===== config.mk =====
export PLATFORM = sky130hd
export DESIGN_NAME = ppfm_top
export DESIGN_NICKNAME = d
export VERILOG_FILES = /design/src/hw/ppfm_pkg.sv /design/src/hw/ppfm_pinsel.sv /design/src/hw/ppfm_top.sv /design/src/hw/ppfm_wb_slave.sv
export SDC_FILE = /design/constraint.sdc
export NUM_CORES = 1
export LEC_CHECK = 0
export ABC_AREA = 1
export BUFFER_PORTS_ARGS = -buffer_cell sky130_fd_sc_hd__buf_2
export CORE_MARGIN = 1
export CORE_UTILIZATION = 45
export CTS_CLUSTER_SIZE = 24
export DETAILED_ROUTE_END_ITERATION = 6
export PLACE_DENSITY_LB_ADDON = 0.1
export SYNTH_ARGS = -nofsm -noshare
export SYNTH_HDL_FRONTEND = slang
export SYNTH_SLANG_ARGS = --single-unit

===== constraint.sdc =====
create_clock -name sys_clk -period 3.1 [get_ports sys_clk]
set_clock_uncertainty 0.15 [all_clocks]
set_input_delay 0.155 -clock sys_clk [delete_from_list [all_inputs] [get_ports sys_clk]]
set_output_delay 0.155 -clock sys_clk [all_outputs]
set_load 0.02 [all_outputs]

===== src/hw/ppfm_pkg.sv =====
// Constants and carrier types for the port 3 pin function multiplexer.
// Assumes a 32-bit classic Wishbone slave port with byte addressing.
package ppfm_pkg;

    // ----------------------------------------------------------------
    // Register map (byte addresses, one aligned word each)
    // ----------------------------------------------------------------
    localparam logic [7:0] OFS_DATA_LATCH = 8'h00;
    localparam logic [7:0] OFS_DIRECTION = 8'h04;
    localparam logic [7:0] OFS_PULLUP = 8'h08;
    localparam logic [7:0] OFS_FUNC_SEL = 8'h0c;
    localparam logic [1:0] IDX_DATA_LATCH = 2'h0;
    localparam logic [1:0] IDX_DIRECTION = 2'h1;
    localparam logic [1:0] IDX_PULLUP = 2'h2;
    localparam logic [1:0] IDX_FUNC_SEL = 2'h3;

    // ----------------------------------------------------------------
    // Reset and fixed read values
    // ----------------------------------------------------------------
    localparam logic [7:0] RST_DATA_LATCH = 8'h00;
    localparam logic [7:0] RST_DIRECTION = 8'h00;
    localparam logic [7:0] RST_PULLUP = 8'h00;
    localparam logic [7:0] RST_FUNC_SEL = 8'h00;
    localparam logic [7:0] DIR_READ_VALUE = 8'hff;
    localparam logic [7:0] ALT_IN_IDLE = 8'hff;

    // ----------------------------------------------------------------
    // Function select bit positions
    // ----------------------------------------------------------------
    localparam int BIT_CHIP_SEL = 7;
    localparam int BIT_STROBE = 6;
    localparam int BIT_SB_DOUT = 5;
    localparam int BIT_SB_DIN = 4;
    localparam int BIT_SB_CLK = 3;
    localparam int BIT_SA_DOUT = 2;
    localparam int BIT_SA_DIN = 1;
    localparam int BIT_SA_CLK = 0;

    // Serial B clock source code that means an external clock
    localparam logic [2:0] SB_CLK_EXTERNAL = 3'h7;

    // ----------------------------------------------------------------
    // Bus request carrier
    // ----------------------------------------------------------------
    typedef struct packed {
        logic cyc;
        logic stb;
        logic we;
        logic [7:0] adr;
        logic [3:0] sel;
        logic [31:0] dat;
    } ppfm_wb_req_s;

endpackage


===== src/hw/ppfm_pinsel.sv =====
// Per-pin function multiplexer with registered pin and input drives.
// Assumes pin levels are synchronous to sys_clk.
`timescale 1ns/1ps
module ppfm_pinsel import ppfm_pkg::*; (
    input wire logic sys_clk, // System clock
    input wire logic reset, // Async reset, active high
    input wire logic [7:0] funcSel, // Alternate function selects
    input wire logic [7:0] direction, // General I/O directions
    input wire logic [7:0] dataLatch, // General I/O output latch
    input wire logic [7:0] altOut, // Peripheral output levels
    input wire logic [7:0] altOe, // Peripheral drive requests
    input wire logic [7:0] pinIn, // Pin levels
    output logic [7:0] pinOut, // Registered pin output level
    output logic [7:0] pinOe, // Registered pin output enable
    output logic [7:0] altIn // Registered peripheral inputs
);

    logic [7:0] out_q;
    logic [7:0] oe_q;
    logic [7:0] in_q;

    assign pinOut = out_q;
    assign pinOe = oe_q;
    assign altIn = in_q;

    // --------------------------------------------------------------
    // Pin slices
    // --------------------------------------------------------------
    genvar i;
    generate
        for (i = 0; i < 8; i++) begin : g_pin
            // Select ignores direction bit; pins float during reset
            always_ff @(posedge sys_clk or posedge reset) begin
                if (reset) begin
                    out_q[i] <= 1'b0;
                    oe_q[i] <= 1'b0;
                    in_q[i] <= 1'b1;
                end else if (funcSel[i]) begin
                    out_q[i] <= altOut[i];
                    oe_q[i] <= altOe[i];
                    in_q[i] <= pinIn[i];
                end else begin
                    out_q[i] <= dataLatch[i];
                    oe_q[i] <= direction[i];
                    in_q[i] <= ALT_IN_IDLE[i];
                end
            end
        end
    endgenerate

endmodule // ppfm_pinsel


===== src/hw/ppfm_top.sv =====
// Port 3 pin function multiplexer: registers, routing and checks.
// Assumes serial units and strobe logic sit on the same sys_clk.
`timescale 1ns/1ps
module ppfm_top import ppfm_pkg::*; (
    input wire logic sys_clk, // System clock, 40 MHz
    input wire logic reset, // Async reset, active high
    input wire ppfm_wb_req_s wbReq, // Wishbone request
    output logic wbAck, // Wishbone acknowledge
    output logic [31:0] wbDatOut, // Wishbone read data
    input wire logic [7:0] generalPortPinIn, // Pin levels
    output logic [7:0] generalPortPinOut, // Pin output levels
    output logic [7:0] generalPortPinOe, // Pin output enables
    output logic [7:0] pullupEn, // Pull-up enables
    output logic chipSelectInN, // Chip select to peripheral
    input wire logic strobeOutput, // Strobe from peripheral
    input wire logic serialBDataOut, // Serial B transmit data
    output logic serialBDataIn, // Serial B receive data
    input wire logic serialBClockOut, // Serial B internal clock
    output logic serialBClockIn, // Serial B external clock
    input wire logic [2:0] serialBClockSourceField, // B clock source
    input wire logic serialADataOut, // Serial A transmit data
    output logic serialADataIn, // Serial A receive data
    input wire logic serialAClockOut, // Serial A internal clock
    output logic serialAClockIn, // Serial A external clock
    input wire logic serialAClockExternal // A expects external clock
);

    // ----------------------------------------------------------------
    // Declarations
    // ----------------------------------------------------------------
    logic [7:0] funcSel_q;
    logic [7:0] direction_q;
    logic [7:0] dataLatch_q;
    logic [7:0] pullup_q;
    logic [7:0] pullupEn_q;
    logic [7:0] portRead;
    logic [7:0] altOut;
    logic [7:0] altOe;
    logic [7:0] altIn;
    logic [31:0] rdValue;
    logic wrEn;
    logic regHit;
    logic [1:0] regIdx;
    logic [7:0] wrByte;

    assign wrByte = wbReq.dat[7:0];
    assign pullupEn = pullupEn_q;

    // ----------------------------------------------------------------
    // Bus slave
    // ----------------------------------------------------------------
    ppfm_wb_slave u_wb (
        .sys_clk(sys_clk),
        .reset(reset),
        .wbReq(wbReq),
        .rdValue(rdValue),
        .wbAck(wbAck),
        .wbDatOut(wbDatOut),
        .wrEn(wrEn),
        .regHit(regHit),
        .regIdx(regIdx)
    );

    // ----------------------------------------------------------------
    // Registers
    // ----------------------------------------------------------------
    // Function select, read/write
    always_ff @(posedge sys_clk or posedge reset) begin
        if (reset) begin
            funcSel_q <= RST_FUNC_SEL;
        end else if (wrEn && regIdx == IDX_FUNC_SEL) begin
            funcSel_q <= wrByte;
        end
    end

    // Direction, write only
    always_ff @(posedge sys_clk or posedge reset) begin
        if (reset) begin
            direction_q <= RST_DIRECTION;
        end else if (wrEn && regIdx == IDX_DIRECTION) begin
            direction_q <= wrByte;
        end
    end

    // Output data latch; output pins read back the latch, input pins their level
    always_ff @(posedge sys_clk or posedge reset) begin
        if (reset) begin
            dataLatch_q <= RST_DATA_LATCH;
        end else if (wrEn && regIdx == IDX_DATA_LATCH) begin
            dataLatch_q <= wrByte;
        end
    end

    // Pull-up control
    always_ff @(posedge sys_clk or posedge reset) begin
        if (reset) begin
            pullup_q <= RST_PULLUP;
        end else if (wrEn && regIdx == IDX_PULLUP) begin
            pullup_q <= wrByte;
        end
    end

    // Pull-up follows direction only, even for alternate functions
    always_ff @(posedge sys_clk or posedge reset) begin
        if (reset) begin
            pullupEn_q <= 8'h00;
        end else begin
            pullupEn_q <= pullup_q & ~direction_q;
        end
    end

    // ----------------------------------------------------------------
    // Read back
    // ----------------------------------------------------------------
    // Input pins show the level, output pins the latch
    assign portRead = (direction_q & dataLatch_q) |
                      (~direction_q & generalPortPinIn);

    // Unmapped addresses answer with zero
    always_comb begin
        rdValue = 32'h0;
        if (regHit) begin
            case (regIdx)
                IDX_DATA_LATCH: rdValue = {24'h0, portRead};
                IDX_DIRECTION: rdValue = {24'h0, DIR_READ_VALUE};
                IDX_PULLUP: rdValue = {24'h0, pullup_q};
                IDX_FUNC_SEL: rdValue = {24'h0, funcSel_q};
                default: rdValue = 32'h0;
            endcase
        end
    end

    // ----------------------------------------------------------------
    // Peripheral drive per pin
    // ----------------------------------------------------------------
    // Input-only functions never drive their pin
    always_comb begin
        altOut = 8'h00;
        altOe = 8'h00;
        altOut[BIT_STROBE] = strobeOutput;
        altOe[BIT_STROBE] = 1'b1;
        altOut[BIT_SB_DOUT] = serialBDataOut;
        altOe[BIT_SB_DOUT] = 1'b1;
        altOut[BIT_SB_CLK] = serialBClockOut;
        altOe[BIT_SB_CLK] =
            (serialBClockSourceField != SB_CLK_EXTERNAL);
        altOut[BIT_SA_DOUT] = serialADataOut;
        altOe[BIT_SA_DOUT] = 1'b1;
        altOut[BIT_SA_CLK] = serialAClockOut;
        altOe[BIT_SA_CLK] = ~serialAClockExternal;
    end

    ppfm_pinsel u_pins (
        .sys_clk(sys_clk),
        .reset(reset),
        .funcSel(funcSel_q),
        .direction(direction_q),
        .dataLatch(dataLatch_q),
        .altOut(altOut),
        .altOe(altOe),
        .pinIn(generalPortPinIn),
        .pinOut(generalPortPinOut),
        .pinOe(generalPortPinOe),
        .altIn(altIn)
    );

    // Unselected inputs idle high so peripherals see no activity
    assign chipSelectInN = altIn[BIT_CHIP_SEL];
    assign serialBDataIn = altIn[BIT_SB_DIN];
    assign serialBClockIn = altIn[BIT_SB_CLK];
    assign serialADataIn = altIn[BIT_SA_DIN];
    assign serialAClockIn = altIn[BIT_SA_CLK];

    logic rdAck;
    assign rdAck = wbAck & wbReq.cyc & wbReq.stb & ~wbReq.we & regHit;
endmodule // ppfm_top


===== src/hw/ppfm_wb_slave.sv =====
// Classic Wishbone slave handshake for the pin multiplexer registers.
// Assumes the master holds a request steady until it sees ack.
`timescale 1ns/1ps
module ppfm_wb_slave import ppfm_pkg::*; (
    input wire logic sys_clk, // System clock
    input wire logic reset, // Async reset, active high
    input wire ppfm_wb_req_s wbReq, // Bus request
    input wire logic [31:0] rdValue, // Read value of addressed word
    output logic wbAck, // Bus acknowledge
    output logic [31:0] wbDatOut, // Registered read data
    output logic wrEn, // Write takes effect this edge
    output logic regHit, // Address maps to a register
    output logic [1:0] regIdx // Addressed register index
);

    logic ack_q;
    logic [31:0] dat_q;
    logic req;

    // Decode: upper address bits must be zero, low two bits ignored
    assign req = wbReq.cyc & wbReq.stb;
    assign regHit = (wbReq.adr[7:4] == 4'h0);
    assign regIdx = wbReq.adr[3:2];
    // Only the low byte lane carries register bits
    assign wrEn = req & ack_q & wbReq.we & regHit & wbReq.sel[0];
    assign wbAck = ack_q;
    assign wbDatOut = dat_q;

    // One wait state; ack drops the cycle after it is given
    always_ff @(posedge sys_clk or posedge reset) begin
        if (reset) begin
            ack_q <= 1'b0;
        end else begin
            ack_q <= req & ~ack_q;
        end
    end

    // Read data captured on the edge that raises ack
    always_ff @(posedge sys_clk or posedge reset) begin
        if (reset) begin
            dat_q <= 32'h0;
        end else if (req & ~ack_q & ~wbReq.we) begin
            dat_q <= rdValue;
        end
    end

endmodule // ppfm_wb_slave


==> results of run 1 <==
==> stage by stage <==
stage / power [mW] / utilization [%]
final: 1.928 / 59.09
after floorplan: 1.076 / -
after detailed placement: 1.108 / 52.39
after CTS: 1.942 / 59.09
after global placement: 1.107 / 52.39
after global routing: 2.006 / 59.09
==> registers in the layout, summed over array words and instances, names as in the netlist <==
register / count
funcSel_q: 8
u_pins.pinOe: 8
pullupEn: 8
u_wb.wbDatOut: 8
u_pins.pinOut: 8
pullup_q: 8
dataLatch_q: 8
u_pins.altIn: 5
u_wb.wbAck: 1
direction_q: 8
==> report_power, final <==
part | total [mW] | switching (mW) | internal [mW]
Clock | 0.816 | 0.360 | 0.455
Combinational | 0.184 | 0.123 | 0.0610
Sequential | 0.929 | 0.00586 | 0.923
==> metal layers <==
metal / routed length [µm] / up-vias / global-route usage (%) / share of wire [%]
met3: 337 / 13 / 3.412 / 4.6
met5: 0 / - / 0 / 0
met1: 3200 / 1269 / 27.56 / 44
met4: 196 / 0 / 12.07 / 2.7
met2: 3620 / 84 / 34.80 / 49
li1: - / 1370 / - / -
==> placed cells by master, fill, tap and decap left out <==
cell type / Yosys / final
sky130_fd_sc_hd__inv_1: 37 / 36
sky130_fd_sc_hd__clkinv_4: 0 / 3
sky130_fd_sc_hd__dfrtp_1: 65 / 65
sky130_fd_sc_hd__nand3_2: 4 / 4
sky130_fd_sc_hd__dfstp_2: 5 / 5
sky130_fd_sc_hd__nor2_4: 6 / 6
sky130_fd_sc_hd__buf_4: 30 / 4
sky130_fd_sc_hd__buf_2: 1 / 74
sky130_fd_sc_hd__nand2_2: 1 / 1
sky130_fd_sc_hd__clkinvlp_4: 0 / 1
sky130_fd_sc_hd__nand2_1: 135 / 135
sky130_fd_sc_hd__nor2_2: 1 / 1
sky130_fd_sc_hd__clkbuf_8: 0 / 9
sky130_fd_sc_hd__a41oi_1: 1 / 1
sky130_fd_sc_hd__conb_1: 1 / 24
sky130_fd_sc_hd__nand4_1: 32 / 32
sky130_fd_sc_hd__nand3_1: 18 / 18
sky130_fd_sc_hd__nor2_1: 37 / 37
sky130_fd_sc_hd__dlygate4sd3_1: 0 / 24
sky130_fd_sc_hd__clkinv_2: 1 / 2
sky130_fd_sc_hd__or2_2: 3 / 3
sky130_fd_sc_hd__bufinv_16: 0 / 2
sky130_fd_sc_hd__o21ai_0: 3 / 3
sky130_fd_sc_hd__inv_2: 2 / 3
==> cells by family after synthesis <==
family | Yosys count | synth area share, %
DFF | 70 | 53.67
AOI/OAI and AO/OA | 4 | 0.7257
other | 1 | 0.1145
and+or+nand+nor | 237 | 32.81
buffers and inverters | 74 | 12.68
==> cell type report <==
class	instances	area [µm²]
Sequential cell	70	1758
Inverter	40	151.4
Clock inverter	7	98.84
Tap cell	96	120.1
Fill cell	650	2825
Multi-Input combinational cell	265	1189
Clock buffer	9	123.9
Timing Repair Buffer	102	640.6
==> worst min path at each step <==
stage                         from                      endpoint  cells past startpoint
2_1_floorplan  generalPortPinIn[0]     u_pins.altIn[0]$_DFF_PP1_                      2
3_3_place_gp                 reset         pullupEn[5]$_DFF_PP0_                      2
3_5_place_dp                 reset         pullupEn[5]$_DFF_PP0_                      2
4_1_cts                  wbReq[40]  u_wb.wbDatOut[2]$_DFFE_PP0P_                      6
5_1_grt                  wbReq[40]  u_wb.wbDatOut[7]$_DFFE_PP0P_                      6
6_report                 wbReq[40]  u_wb.wbDatOut[4]$_DFFE_PP0P_                      6
==> worst min-delay path, cell delays in order <==
cell and delay, ns:
sky130_fd_sc_hd__buf_2 0.09, sky130_fd_sc_hd__nor2_1 0.04, sky130_fd_sc_hd__nand3_1 0.10, sky130_fd_sc_hd__nor2_4 0.08
sky130_fd_sc_hd__nand2_1 0.07, sky130_fd_sc_hd__nand2_1 0.04
==> timing repair <==
item,CTS,global route
hold buffers,24,0
endpoints found under the setup margin,0,0
endpoints found under the hold margin,75,0
==> results_tabular.tex, run 1 <==
\begin{tabular}{lr}
\hline
Metric & Value \\
\hline
\multicolumn{2}{l}{\textbf{Run status}} \\
Outcome & complete, no violations \\
\multicolumn{2}{l}{\textbf{Critical path}} \\
Critical path peak fanout & 9 \\
Internal reg-to-reg setup slack & about 1.3 ns \\
Startpoint of the worst register-to-register path & u\_wb.wbAck\$\_DFF\_PP0\_ \\
Instance count on the critical path & 9 \\
CP arrival & 2.10 ns \\
Slowest stage cell on the critical path & sky130\_fd\_sc\_hd\_\_dlygate4sd3\_1 \\
Critical Path Sink Type & flop \\
Most frequent cell on the critical path & sky130\_fd\_sc\_hd\_\_nand2\_1 \\
Critical path type & in -> reg \\
Worst path required time & 3.24 ns \\
Worst Path Buf+Inv & 3 \\
Max stage delay on crit path & 0.59 ns \\
Crit-path leading delay family & buffers and inverters \\
Timing endpoint of the critical path & u\_wb.wbDatOut[3]\$\_DFFE\_PP0P\_ \\
Cell-by-cell listing of the critical path & dlygate4sd3\_1 -> buf\_2 -> nand2\_1 -> dlygate4sd3\_1 -> nor2\_2 -> nand2\_2 -> nor2\_4 -> nand2\_1 -> nand2\_1 \\
First element of the critical path & wbReq[45] \\
Element type at the critical path start & input port \\
Capturing point of the worst reg2reg path & dataLatch\_q[3]\$\_DFFE\_PP0P\_ \\
Depth of the worst register-to-register path & 5 \\
\multicolumn{2}{l}{\textbf{Clocking}} \\
Deepest clock path buffer count & 2 \\
Number of H-tree branching levels & 3 \\
TritonCTS clock tree & yes \\
Postcts setup bufs & 0 \\
Number of clock buffers inserted by TritonCTS & 9 \\
Clock tree sinks & 70 \\
Clock-pin slew reported for the worst setup and hold paths after clock tree synthesis & approximately 0.080 ns \\
Clock Root Buffer & sky130\_fd\_sc\_hd\_\_clkbuf\_8 \\
Count of instances resized after the clock tree is built & 0 \\
Clock latency on the worst-skew pair & 0.34 ns \\
\multicolumn{2}{l}{\textbf{Drt}} \\
Avg WL per Cell & 12.49 µm \\
Final routed wirelength across all metal layers & roughly 7400 µm \\
Number of nets still failing antenna checks after routing & 0 \\
Number of DRC markers in iteration 0 & about 200 \\
Pre-antenna DRT Iters & 4 \\
DR vias & about 2700 \\
\# DRC & 0 \\
Number of vias per cell & around 4.6 \\
\multicolumn{2}{l}{\textbf{Global routing}} \\
Global routing usage summed across all routing layers & a little over a fifth \\
Number of antenna violations at the first check in global routing & 0 \\
Pin count of the biggest net entering global routing & 38 \\
Vias in the first global route & approximately 2600 \\
Global-route wire length before repair & 12340 µm \\
Overflow after GRT & 0 \\
\multicolumn{2}{l}{\textbf{Finish}} \\
Final Instance Count excl. Fillers & approximately 590 \\
Final standard cell area without fillers & 0.004081 mm² \\
Number of diodes & 0 \\
Layout cells sized above 1 & 23.94\% \\
Layout-stage area growth over the synthesis result & 24.60\% \\
Final net count & approximately 550 \\
\multicolumn{2}{l}{\textbf{Power}} \\
VDD IR-drop max & about 0.3 mV \\
Power density over the cells & between 400 and 500 mW/mm² \\
Static leakage & about 2.3 nW \\
\multicolumn{2}{l}{\textbf{Timing}} \\
Number of setup violations in the final report & 0 \\
Rel. slew slack & approximately half \\
Ratio of final minimum period to clock period & a little over three fifths \\
Shortest period the worst path allows & around 2 ns \\
Fmax & around 0.5 GHz \\
Minimum setup slack in the final design & around 1.1 ns \\
Final number of hold-violating endpoints & 0 \\
RSZ-0062 raised after global routing & no \\
Slew Viols, Final & 0 \\
Worst-margin pin slew & 0.7392 ns \\
Final sum of negative setup slack & 0 ns \\
Hold Worst Slack & 0.09582 ns \\
\multicolumn{2}{l}{\textbf{Synthesis}} \\
Cell type with the highest aggregate area in the netlist & sky130\_fd\_sc\_hd\_\_dfrtp\_1 \\
Synthesis warning total & 0 \\
Synthesized flop and latch total & 70 \\
Top post-synthesis cells by count & 135 x sky130\_fd\_sc\_hd\_\_nand2\_1, 65 x sky130\_fd\_sc\_hd\_\_dfrtp\_1, 37 x sky130\_fd\_sc\_hd\_\_inv\_1, 37 x sky130\_fd\_sc\_hd\_\_nor2\_1, 32 x sky130\_fd\_sc\_hd\_\_nand4\_1 \\
Post-synthesis async set-or-reset flop share & between 90\% and 100\% \\
Average cell area after synthesis & roughly 8.5 µm² \\
Proportion of synthesized chip area in sequential cells & 53.67\% \\
Count of flip-flops with a built-in enable after synthesis & 0 \\
Main area contributors after synthesis & sky130\_fd\_sc\_hd\_\_dfrtp\_1 50\%, sky130\_fd\_sc\_hd\_\_nand2\_1 15\%, sky130\_fd\_sc\_hd\_\_buf\_4 6.9\% \\
Syn Inst Count & about 390 \\
Top flip-flop cell by instance count after synthesis & sky130\_fd\_sc\_hd\_\_dfrtp\_1 \\
Distinct cell type count of the synthesized netlist & 20 \\
Area of the mapped netlist & around 0.0033 mm² \\
Most numerous cell in the Yosys netlist & sky130\_fd\_sc\_hd\_\_nand2\_1 \\
Area fraction of the dominant cell type after synthesis & 49.66\% \\
\multicolumn{2}{l}{\textbf{Flow run}} \\
Count of maximum capacitance violations & 0 \\
\multicolumn{2}{l}{\textbf{Die}} \\
Boundary pin count & 128 \\
Number of cell rows & 30 \\
Core region area & 0.006907 mm² \\
Die Outline Area & approximately 0.0076 mm² \\
Starting density of the core & a little under half \\
Chip height & between 80 and 90 µm \\
Horizontal extent of the die & roughly 87 µm \\
\multicolumn{2}{l}{\textbf{Place}} \\
Placed instance area & about 0.0036 mm² \\
Worst setup timing slack at the placement stage & 1.368 ns \\
DP Cell Count & between 500 and 600 \\
Routability cong. & 0.7807 \\
Detailed-placement wirelength estimate & about 4800 µm \\
Port-buffer cells & between 70 and 80 \\
\multicolumn{2}{l}{\textbf{Min path}} \\
Worst hold-check path type & in -> reg \\
\hline
\end{tabular}
Power figures use the tool's default switching activity.
==> run 2: changes to the inputs <==
--- a/config.mk
+++ b/config.mk
@@ -8,7 +8,7 @@
 export ABC_AREA = 1
 export BUFFER_PORTS_ARGS = -buffer_cell sky130_fd_sc_hd__buf_2
 export CORE_MARGIN = 1
-export CORE_UTILIZATION = 45
+export CORE_UTILIZATION = 44
 export CTS_CLUSTER_SIZE = 24
 export DETAILED_ROUTE_END_ITERATION = 6
 export PLACE_DENSITY_LB_ADDON = 0.1
==> constraint.sdc (replaced) <==
create_clock -name sys_clk -period 1.75 [get_ports sys_clk]
set_clock_uncertainty 0.15 [all_clocks]
set_input_delay 0.0875 -clock sys_clk [delete_from_list [all_inputs] [get_ports sys_clk]]
set_output_delay 0.0875 -clock sys_clk [all_outputs]
set_load 0.02 [all_outputs]
==> results_tabular.tex, run 2 (synthesized netlist as in run 1, its figures left out) <==
\begin{tabular}{lr}
\hline
Metric & Value \\
\hline
\multicolumn{2}{l}{\textbf{Finish}} \\
Number of diodes & 0 (unchanged) \\
Final standard cell area without fillers & 0.004095 mm² (+0.34\%) \\
Top library cells by usage in the layout, fill and taps aside & 135 x sky130\_fd\_sc\_hd\_\_nand2\_1, 74 x sky130\_fd\_sc\_hd\_\_buf\_2, 65 x sky130\_fd\_sc\_hd\_\_dfrtp\_1, 37 x sky130\_fd\_sc\_hd\_\_nor2\_1, 36 x sky130\_fd\_sc\_hd\_\_inv\_1 \\
Final net count & 558 (+0.72\%) \\
Layout cells sized above 1 & 24.35\% (+0.41 points) \\
Count of filler cells inserted in the layout & 720 (+11\%) \\
Layout-stage area growth over the synthesis result & 25.02\% \\
Footprint of the flip-flops and latches & 0.001758 mm² (unchanged) \\
Commonest non-fill, non-tap cell in the layout & sky130\_fd\_sc\_hd\_\_nand2\_1 \\
Area occupied by multi-input gates & 0.001189 mm² (unchanged) \\
\multicolumn{2}{l}{\textbf{Die}} \\
Boundary pin count & 128 (unchanged) \\
Die Outline Area & 0.007793 mm² (+2.2\%) \\
Starting density of the core & 45.40\% (-2.0 points) \\
Horizontal extent of the die & 88.28 µm (+1.1\%) \\
Number of cell rows & 31 (+3.3\%) \\
Core region area & 0.007214 mm² (+4.5\%) \\
Chip height & 88.28 µm (+1.1\%) \\
\multicolumn{2}{l}{\textbf{Clocking}} \\
Clock Root Buffer & sky130\_fd\_sc\_hd\_\_clkbuf\_8 \\
Number of H-tree branching levels & 3 (unchanged) \\
TritonCTS clock tree & yes \\
Clock-pin slew reported for the worst setup and hold paths after clock tree synthesis & 0.07 ns (about the same) \\
Postcts setup bufs & 0 (unchanged) \\
Clock latency on the worst-skew pair & 0.33 ns (about the same) \\
Number of clock buffers inserted by TritonCTS & 9 (unchanged) \\
Deepest clock path buffer count & 2 (unchanged) \\
Clock tree sinks & 70 (unchanged) \\
Count of instances resized after the clock tree is built & 0 (unchanged) \\
\multicolumn{2}{l}{\textbf{Timing}} \\
Ratio of final minimum period to clock period & 91.75\% \\
RSZ-0062 raised after global routing & no \\
Shortest period the worst path allows & $\sim$1.6 ns \\
Number of setup violations in the final report & 0 (unchanged) \\
Hold Worst Slack & 0.05761 ns (-0.03821 ns) \\
Fmax & $\sim$0.62 GHz \\
Final number of hold-violating endpoints & 0 (unchanged) \\
Final sum of negative setup slack & 0 ns (unchanged) \\
Minimum setup slack in the final design & 0.1443 ns (-0.9984 ns) \\
Slew Viols, Final & 0 (unchanged) \\
\multicolumn{2}{l}{\textbf{Flow run}} \\
Count of maximum capacitance violations & 0 (unchanged) \\
\multicolumn{2}{l}{\textbf{Critical path}} \\
Cell-by-cell listing of the critical path & nand3\_1 -> nor2\_4 -> nand3\_2 -> nand2\_1 -> nand2\_1 \\
Timing endpoint of the critical path & dataLatch\_q[3]\$\_DFFE\_PP0P\_ \\
Most frequent cell on the critical path & sky130\_fd\_sc\_hd\_\_nand2\_1 \\
Max stage delay on crit path & 0.38 ns (-0.21 ns) \\
Critical Path Sink Type & flop \\
Depth of the worst register-to-register path & 5 (unchanged) \\
Critical path peak fanout & 13 (+4) \\
Internal reg-to-reg setup slack & 0.14 ns (-1.20 ns) \\
Element type at the critical path start & flop \\
Worst Path Buf+Inv & 0 (-3) \\
First element of the critical path & u\_wb.wbAck\$\_DFF\_PP0\_ \\
Instance count on the critical path & 5 (-4) \\
Crit-path leading delay family & simple AND/OR/NAND/NOR gates \\
Worst path required time & 1.82 ns (-1.42 ns) \\
Critical path type & reg -> reg \\
Slowest stage cell on the critical path & sky130\_fd\_sc\_hd\_\_dfrtp\_1 \\
Startpoint of the worst register-to-register path & u\_wb.wbAck\$\_DFF\_PP0\_ \\
Capturing point of the worst reg2reg path & dataLatch\_q[3]\$\_DFFE\_PP0P\_ \\
CP arrival & 1.68 ns (-0.42 ns) \\
\multicolumn{2}{l}{\textbf{Global routing}} \\
Overflow after GRT & 0 (unchanged) \\
Global routing usage summed across all routing layers & 20.78\% (-0.75 points) \\
Number of antenna violations at the first check in global routing & 0 (unchanged) \\
Global-route wire length before repair & 11960 µm (-3.0\%) \\
Vias in the first global route & 2551 (-2.4\%) \\
Pin count of the biggest net entering global routing & 55 (+45\%) \\
\multicolumn{2}{l}{\textbf{Power}} \\
VDD IR-drop max & 0.3777 mV (+24\%) \\
Static leakage & 2.312 nW (+0.45\%) \\
Power density over the cells & 778.2 mW/mm² (+65\%) \\
Pwr Total & 3.187 mW (+65\%) \\
\multicolumn{2}{l}{\textbf{Drt}} \\
Avg WL per Cell & 12.38 µm (-0.88\%) \\
Pre-antenna DRT Iters & 5 (+1) \\
Number of vias per cell & 4.659 (+0.31\%) \\
Final routed wirelength across all metal layers & 7376 µm (+0.30\%) \\
Number of nets still failing antenna checks after routing & 0 (unchanged) \\
Number of DRC markers in iteration 0 & 154 (-23\%) \\
DR vias & 2777 (+1.5\%) \\
\# DRC & 0 (unchanged) \\
\multicolumn{2}{l}{\textbf{Place}} \\
Port-buffer cells & 74 (unchanged) \\
Detailed-placement wirelength estimate & 4935 µm (+2.1\%) \\
Routability cong. & 0.8037 (+2.9\%) \\
Worst setup timing slack at the placement stage & 0.1645 ns (-1.204 ns) \\
Placed instance area & 0.003669 mm² (+1.4\%) \\
\multicolumn{2}{l}{\textbf{Min path}} \\
Worst hold-check path type & in -> reg \\
\multicolumn{2}{l}{\textbf{Run status}} \\
Outcome & complete, no violations \\
\hline
\end{tabular}
## run 2: worst reg2reg max path: cells and delay by family, from the launching register on
| family | cells | cell delay, ns |
|---|---|---|
| simple gates | 5 | 0.95 |
| flops | 1 | 0.38 |
## run 2: area by class of cell
type	instances	share of cell area [%]
flip-flops and latches	70	42.93
multi-input cells	265	29.03
repair buffers	106	16.68
clock buffers	13	4.125
inverters	40	3.789
well taps	99	3.025
clock inverters	3	0.4277
## run 2: metrics by stage
| step | util, % | cells |
|---|---|---|
| 6_report | 56.76 | 596 |
| 5_1_grt | 56.76 | 596 |
| 2_1_floorplan | - | 409 |
| 4_1_cts | 56.76 | 596 |
| 3_3_place_gp | 50.85 | 556 |
| 3_5_place_dp | 50.85 | 556 |
## run 2: where the power goes
group | switching, mW | internal, mW
combinational | 0.221 | 0.117
sequential | 0.0100 | 1.64
clock | 0.576 | 0.627
## run 2: timing repair
| item | 4_1_cts | 5_1_grt |
|---|---|---|
| hold buffers | 24 | 0 |
| hold endpoints to repair | 113 | 0 |
| setup endpoints to repair | 0 | 0 |
## run 2: metal layers
layer / vias up / global-route usage, % / part of all wire [%]
met4: 0 / 9.971 / 2.5
met2: 90 / 33.36 / 48
li1: 1378 / - / -
met5: - / 0 / 0
met1: 1294 / 27.16 / 45
met3: 15 / 4.011 / 4.7
## run 2: how the worst min path moves through the flow
stage	startpoint	endpoint	slack [ns]	cells past startpoint
2_1_floorplan	generalPortPinIn[0]	u_pins.altIn[0]$_DFF_PP1_	0.04	2
3_3_place_gp	reset	u_pins.pinOut[3]$_DFF_PP0_	-0.05	2
3_5_place_dp	reset	u_pins.pinOut[3]$_DFF_PP0_	-0.05	2
4_1_cts	generalPortPinIn[2]	u_wb.wbDatOut[2]$_DFFE_PP0P_	0.05	7
5_1_grt	wbReq[32]	dataLatch_q[2]$_DFFE_PP0P_	0.07	5
6_report	wbReq[44]	u_wb.wbDatOut[5]$_DFFE_PP0P_	0.06	5
==> run 3: changes to the inputs <==
--- a/config.mk
+++ b/config.mk
@@ -8,10 +8,11 @@
 export ABC_AREA = 1
 export BUFFER_PORTS_ARGS = -buffer_cell sky130_fd_sc_hd__buf_2
 export CORE_MARGIN = 1
-export CORE_UTILIZATION = 44
+export CORE_UTILIZATION = 45
 export CTS_CLUSTER_SIZE = 24
 export DETAILED_ROUTE_END_ITERATION = 6
 export PLACE_DENSITY_LB_ADDON = 0.1
+export SKIP_CTS_REPAIR_TIMING = 1
 export SYNTH_ARGS = -nofsm -noshare
 export SYNTH_HDL_FRONTEND = slang
 export SYNTH_SLANG_ARGS = --single-unit
==> constraint.sdc (replaced) <==
create_clock -name sys_clk -period 1.6 [get_ports sys_clk]
set_clock_uncertainty 0.15 [all_clocks]
set_input_delay 0.08 -clock sys_clk [delete_from_list [all_inputs] [get_ports sys_clk]]
set_output_delay 0.08 -clock sys_clk [all_outputs]
set_load 0.02 [all_outputs]
==> results_tabular.tex, run 3 (synthesized netlist as in run 1, its figures left out) <==
\begin{tabular}{lr}
\hline
Metric & Value \\
\hline
\multicolumn{2}{l}{\textbf{Critical path}} \\
CP arrival & 1.58 ns (-0.10 ns) \\
Critical path type & reg -> reg \\
Startpoint of the worst register-to-register path & u\_wb.wbAck\$\_DFF\_PP0\_ \\
Critical path peak fanout & 8 (-5) \\
Element type at the critical path start & flop \\
First element of the critical path & u\_wb.wbAck\$\_DFF\_PP0\_ \\
Depth of the worst register-to-register path & 5 (unchanged) \\
Critical Path Sink Type & flop \\
Worst path required time & 1.69 ns (-0.13 ns) \\
\multicolumn{2}{l}{\textbf{Timing}} \\
Final number of hold-violating endpoints & 0 (unchanged) \\
Rel. slew slack & $\sim$66\% \\
Worst-margin pin slew & 0.5036 ns \\
Fmax & 0.6698 GHz (+7.6\%) \\
Final sum of negative setup slack & 0 ns (unchanged) \\
Shortest period the worst path allows & 1.493 ns (-0.1127 ns) \\
Ratio of final minimum period to clock period & 93.31\% (+1.6 points) \\
Hold Worst Slack & 0.004846 ns (-0.05277 ns) \\
Slew Viols, Final & 0 (unchanged) \\
RSZ-0062 raised after global routing & no \\
Number of setup violations in the final report & 0 (unchanged) \\
\multicolumn{2}{l}{\textbf{Die}} \\
Core region area & 0.006907 mm² (-4.3\%) \\
Horizontal extent of the die & 87.32 µm (-1.1\%) \\
Boundary pin count & 128 (unchanged) \\
Chip height & 87.32 µm (-1.1\%) \\
Die Outline Area & 0.007625 mm² (-2.2\%) \\
Number of cell rows & 30 (-3.2\%) \\
Starting density of the core & 47.43\% (+2.0 points) \\
\multicolumn{2}{l}{\textbf{Power}} \\
Power density over the cells & 905.8 mW/mm² (+16\%) \\
Power dissipated by switching net loads & 0.9273 mW (+15\%) \\
Internal power summed over all cells & 2.832 mW (+19\%) \\
VDD IR-drop max & 0.3875 mV (+2.6\%) \\
Switching Share & 24.67\% (-0.68 points) \\
Static leakage & 2.339 nW (+1.2\%) \\
Sequential fraction of design power & 47.9\% (-3.7 points) \\
Share of total power in the clock network & 42.3\% (+4.5 points) \\
Combinational group share of total power & 9.8\% (-0.8 points) \\
\multicolumn{2}{l}{\textbf{Clocking}} \\
Clock latency on the worst-skew pair & 0.35 ns (+0.02 ns) \\
Clock tree sinks & 70 (unchanged) \\
Clock-pin slew reported for the worst setup and hold paths after clock tree synthesis & 0.07 ns (about the same) \\
Deepest clock path buffer count & 2 (unchanged) \\
TritonCTS clock tree & yes \\
Clock Root Buffer & sky130\_fd\_sc\_hd\_\_clkbuf\_8 \\
Number of clock buffers inserted by TritonCTS & 9 (unchanged) \\
Number of H-tree branching levels & 3 (unchanged) \\
\multicolumn{2}{l}{\textbf{Place}} \\
Routability cong. & 0.7814 (-2.8\%) \\
Port-buffer cells & 74 (unchanged) \\
Detailed-placement wirelength estimate & 5064 µm (+2.6\%) \\
\multicolumn{2}{l}{\textbf{Finish}} \\
Final net count & 561 (+0.54\%) \\
Number of diodes & 0 (unchanged) \\
Commonest non-fill, non-tap cell in the layout & sky130\_fd\_sc\_hd\_\_nand2\_1 \\
Top library cells by usage in the layout, fill and taps aside & 135 x sky130\_fd\_sc\_hd\_\_nand2\_1, 74 x sky130\_fd\_sc\_hd\_\_buf\_2, 65 x sky130\_fd\_sc\_hd\_\_dfrtp\_1, 37 x sky130\_fd\_sc\_hd\_\_nor2\_1, 36 x sky130\_fd\_sc\_hd\_\_inv\_1 \\
Layout cells sized above 1 & 25.00\% (+0.65 points) \\
Count of filler cells inserted in the layout & 661 (-8.2\%) \\
Layout-stage area growth over the synthesis result & 26.70\% \\
\multicolumn{2}{l}{\textbf{Global routing}} \\
Number of antenna violations at the first check in global routing & 0 (unchanged) \\
Peak-usage layer in the global routing report & met2 \\
Pin count of the biggest net entering global routing & 42 (-24\%) \\
GR Layer Usage met2 & 34.45\% (+1.1 points) \\
Global-route wire length before repair & 11820 µm (-1.2\%) \\
Met3 demand-to-capacity share in global routing & 4.171\% (+0.16 points) \\
Overflow after GRT & 0 (unchanged) \\
Met1 global-route usage & 26.71\% (-0.46 points) \\
Global routing usage summed across all routing layers & 21.05\% (+0.28 points) \\
Vias in the first global route & 2462 (-3.5\%) \\
\multicolumn{2}{l}{\textbf{Min path}} \\
Hold wc startpoint & generalPortPinIn[2] \\
Cells on Worst Hold Path & 7 (+2) \\
Worst hold-check path type & in -> reg \\
\multicolumn{2}{l}{\textbf{Run status}} \\
Outcome & complete, no violations \\
\multicolumn{2}{l}{\textbf{Drt}} \\
Final routed wirelength across all metal layers & 7441 µm (+0.88\%) \\
Pre-antenna DRT Iters & 4 (-1) \\
Number of vias per cell & 4.669 (+0.22\%) \\
DR vias & 2783 (+0.22\%) \\
Number of DRC markers in iteration 0 & 188 (+22\%) \\
Avg WL per Cell & 12.48 µm (+0.88\%) \\
\# DRC & 0 (unchanged) \\
Number of nets still failing antenna checks after routing & 0 (unchanged) \\
\multicolumn{2}{l}{\textbf{Flow run}} \\
Count of maximum capacitance violations & 0 (unchanged) \\
\hline
\end{tabular}
[run 3: cell types whose count changed in the layout (fill, tap and decap cells not counted)]
| cell | previous run | this run |
|---|---|---|
| sky130_fd_sc_hd__buf_4 | 7 | 10 |
| sky130_fd_sc_hd__clkbuf_1 | 1 | 0 |
| sky130_fd_sc_hd__clkinvlp_4 | 2 | 3 |
| sky130_fd_sc_hd__clkbuf_8 | 12 | 10 |
| sky130_fd_sc_hd__bufinv_16 | 0 | 2 |
[run 3: worst paths after layout]
path                                           endpoint  slack, ns
min                        u_wb.wbDatOut[2]$_DFFE_PP0P_      0.005
max in group asynchronous     u_pins.altIn[1]$_DFF_PP1_       0.66
max reg2reg                  dataLatch_q[4]$_DFFE_PP0P_       0.11
min reg2reg                   u_pins.altIn[0]$_DFF_PP1_       0.32
max                          dataLatch_q[4]$_DFFE_PP0P_       0.11
min in group asynchronous     u_pins.pinOe[4]$_DFF_PP0_       0.21
[run 3: power by group through the flow]
| stage | registers [mW] | logic (mW) | clock network (mW) |
|---|---|---|---|
| global route | 1.80 | 0.409 | 1.69 |
| global placement | 1.83 | 0.324 | 0 |
| floorplan | 1.85 | 0.236 | 0 |
| detailed placement | 1.83 | 0.327 | 0 |
| CTS | 1.80 | 0.329 | 1.62 |
| finish | 1.80 | 0.370 | 1.59 |
[run 3: critical path: stages, from the launching register on]
cell and delay, ns:
sky130_fd_sc_hd__dfrtp_1 0.39, sky130_fd_sc_hd__nand3_1 0.13, sky130_fd_sc_hd__nor2_4 0.22, sky130_fd_sc_hd__nand3_2 0.28, sky130_fd_sc_hd__nand2_1 0.15, sky130_fd_sc_hd__nand2_1 0.06
[run 3: per-stage QoR]
step	cell area (µm²)	util (%)	worst slack [ns]	total power, mW	instances
floorplan	3366	-	0.2308	2.086	409
global placement	3687	53.39	0.1725	2.157	556
detailed placement	3687	53.39	0.1499	2.161	556
CTS	3910	56.61	0.1305	3.749	572
global route	4150	60.09	0.01554	3.903	596
finish	4150	60.09	0.1071	3.759	596
[run 3: area by class of cell]
type                            instances  area [µm²]  area share, %
Inverter                               40       155.1          3.738
Sequential cell                        70        1758          42.36
Multi-Input combinational cell        265        1189          28.64
Timing Repair Buffer                  109       705.7          17.00
Tap cell                               96       120.1          2.894
Clock buffer                           10       137.6          3.316
Clock inverter                          6       85.08          2.050
[run 3: layer usage]
layer	wire [µm]	share of wire [%]
met5	0	0
met4	130	1.7
met3	331	4.4
met2	3643	49
met1	3335	45
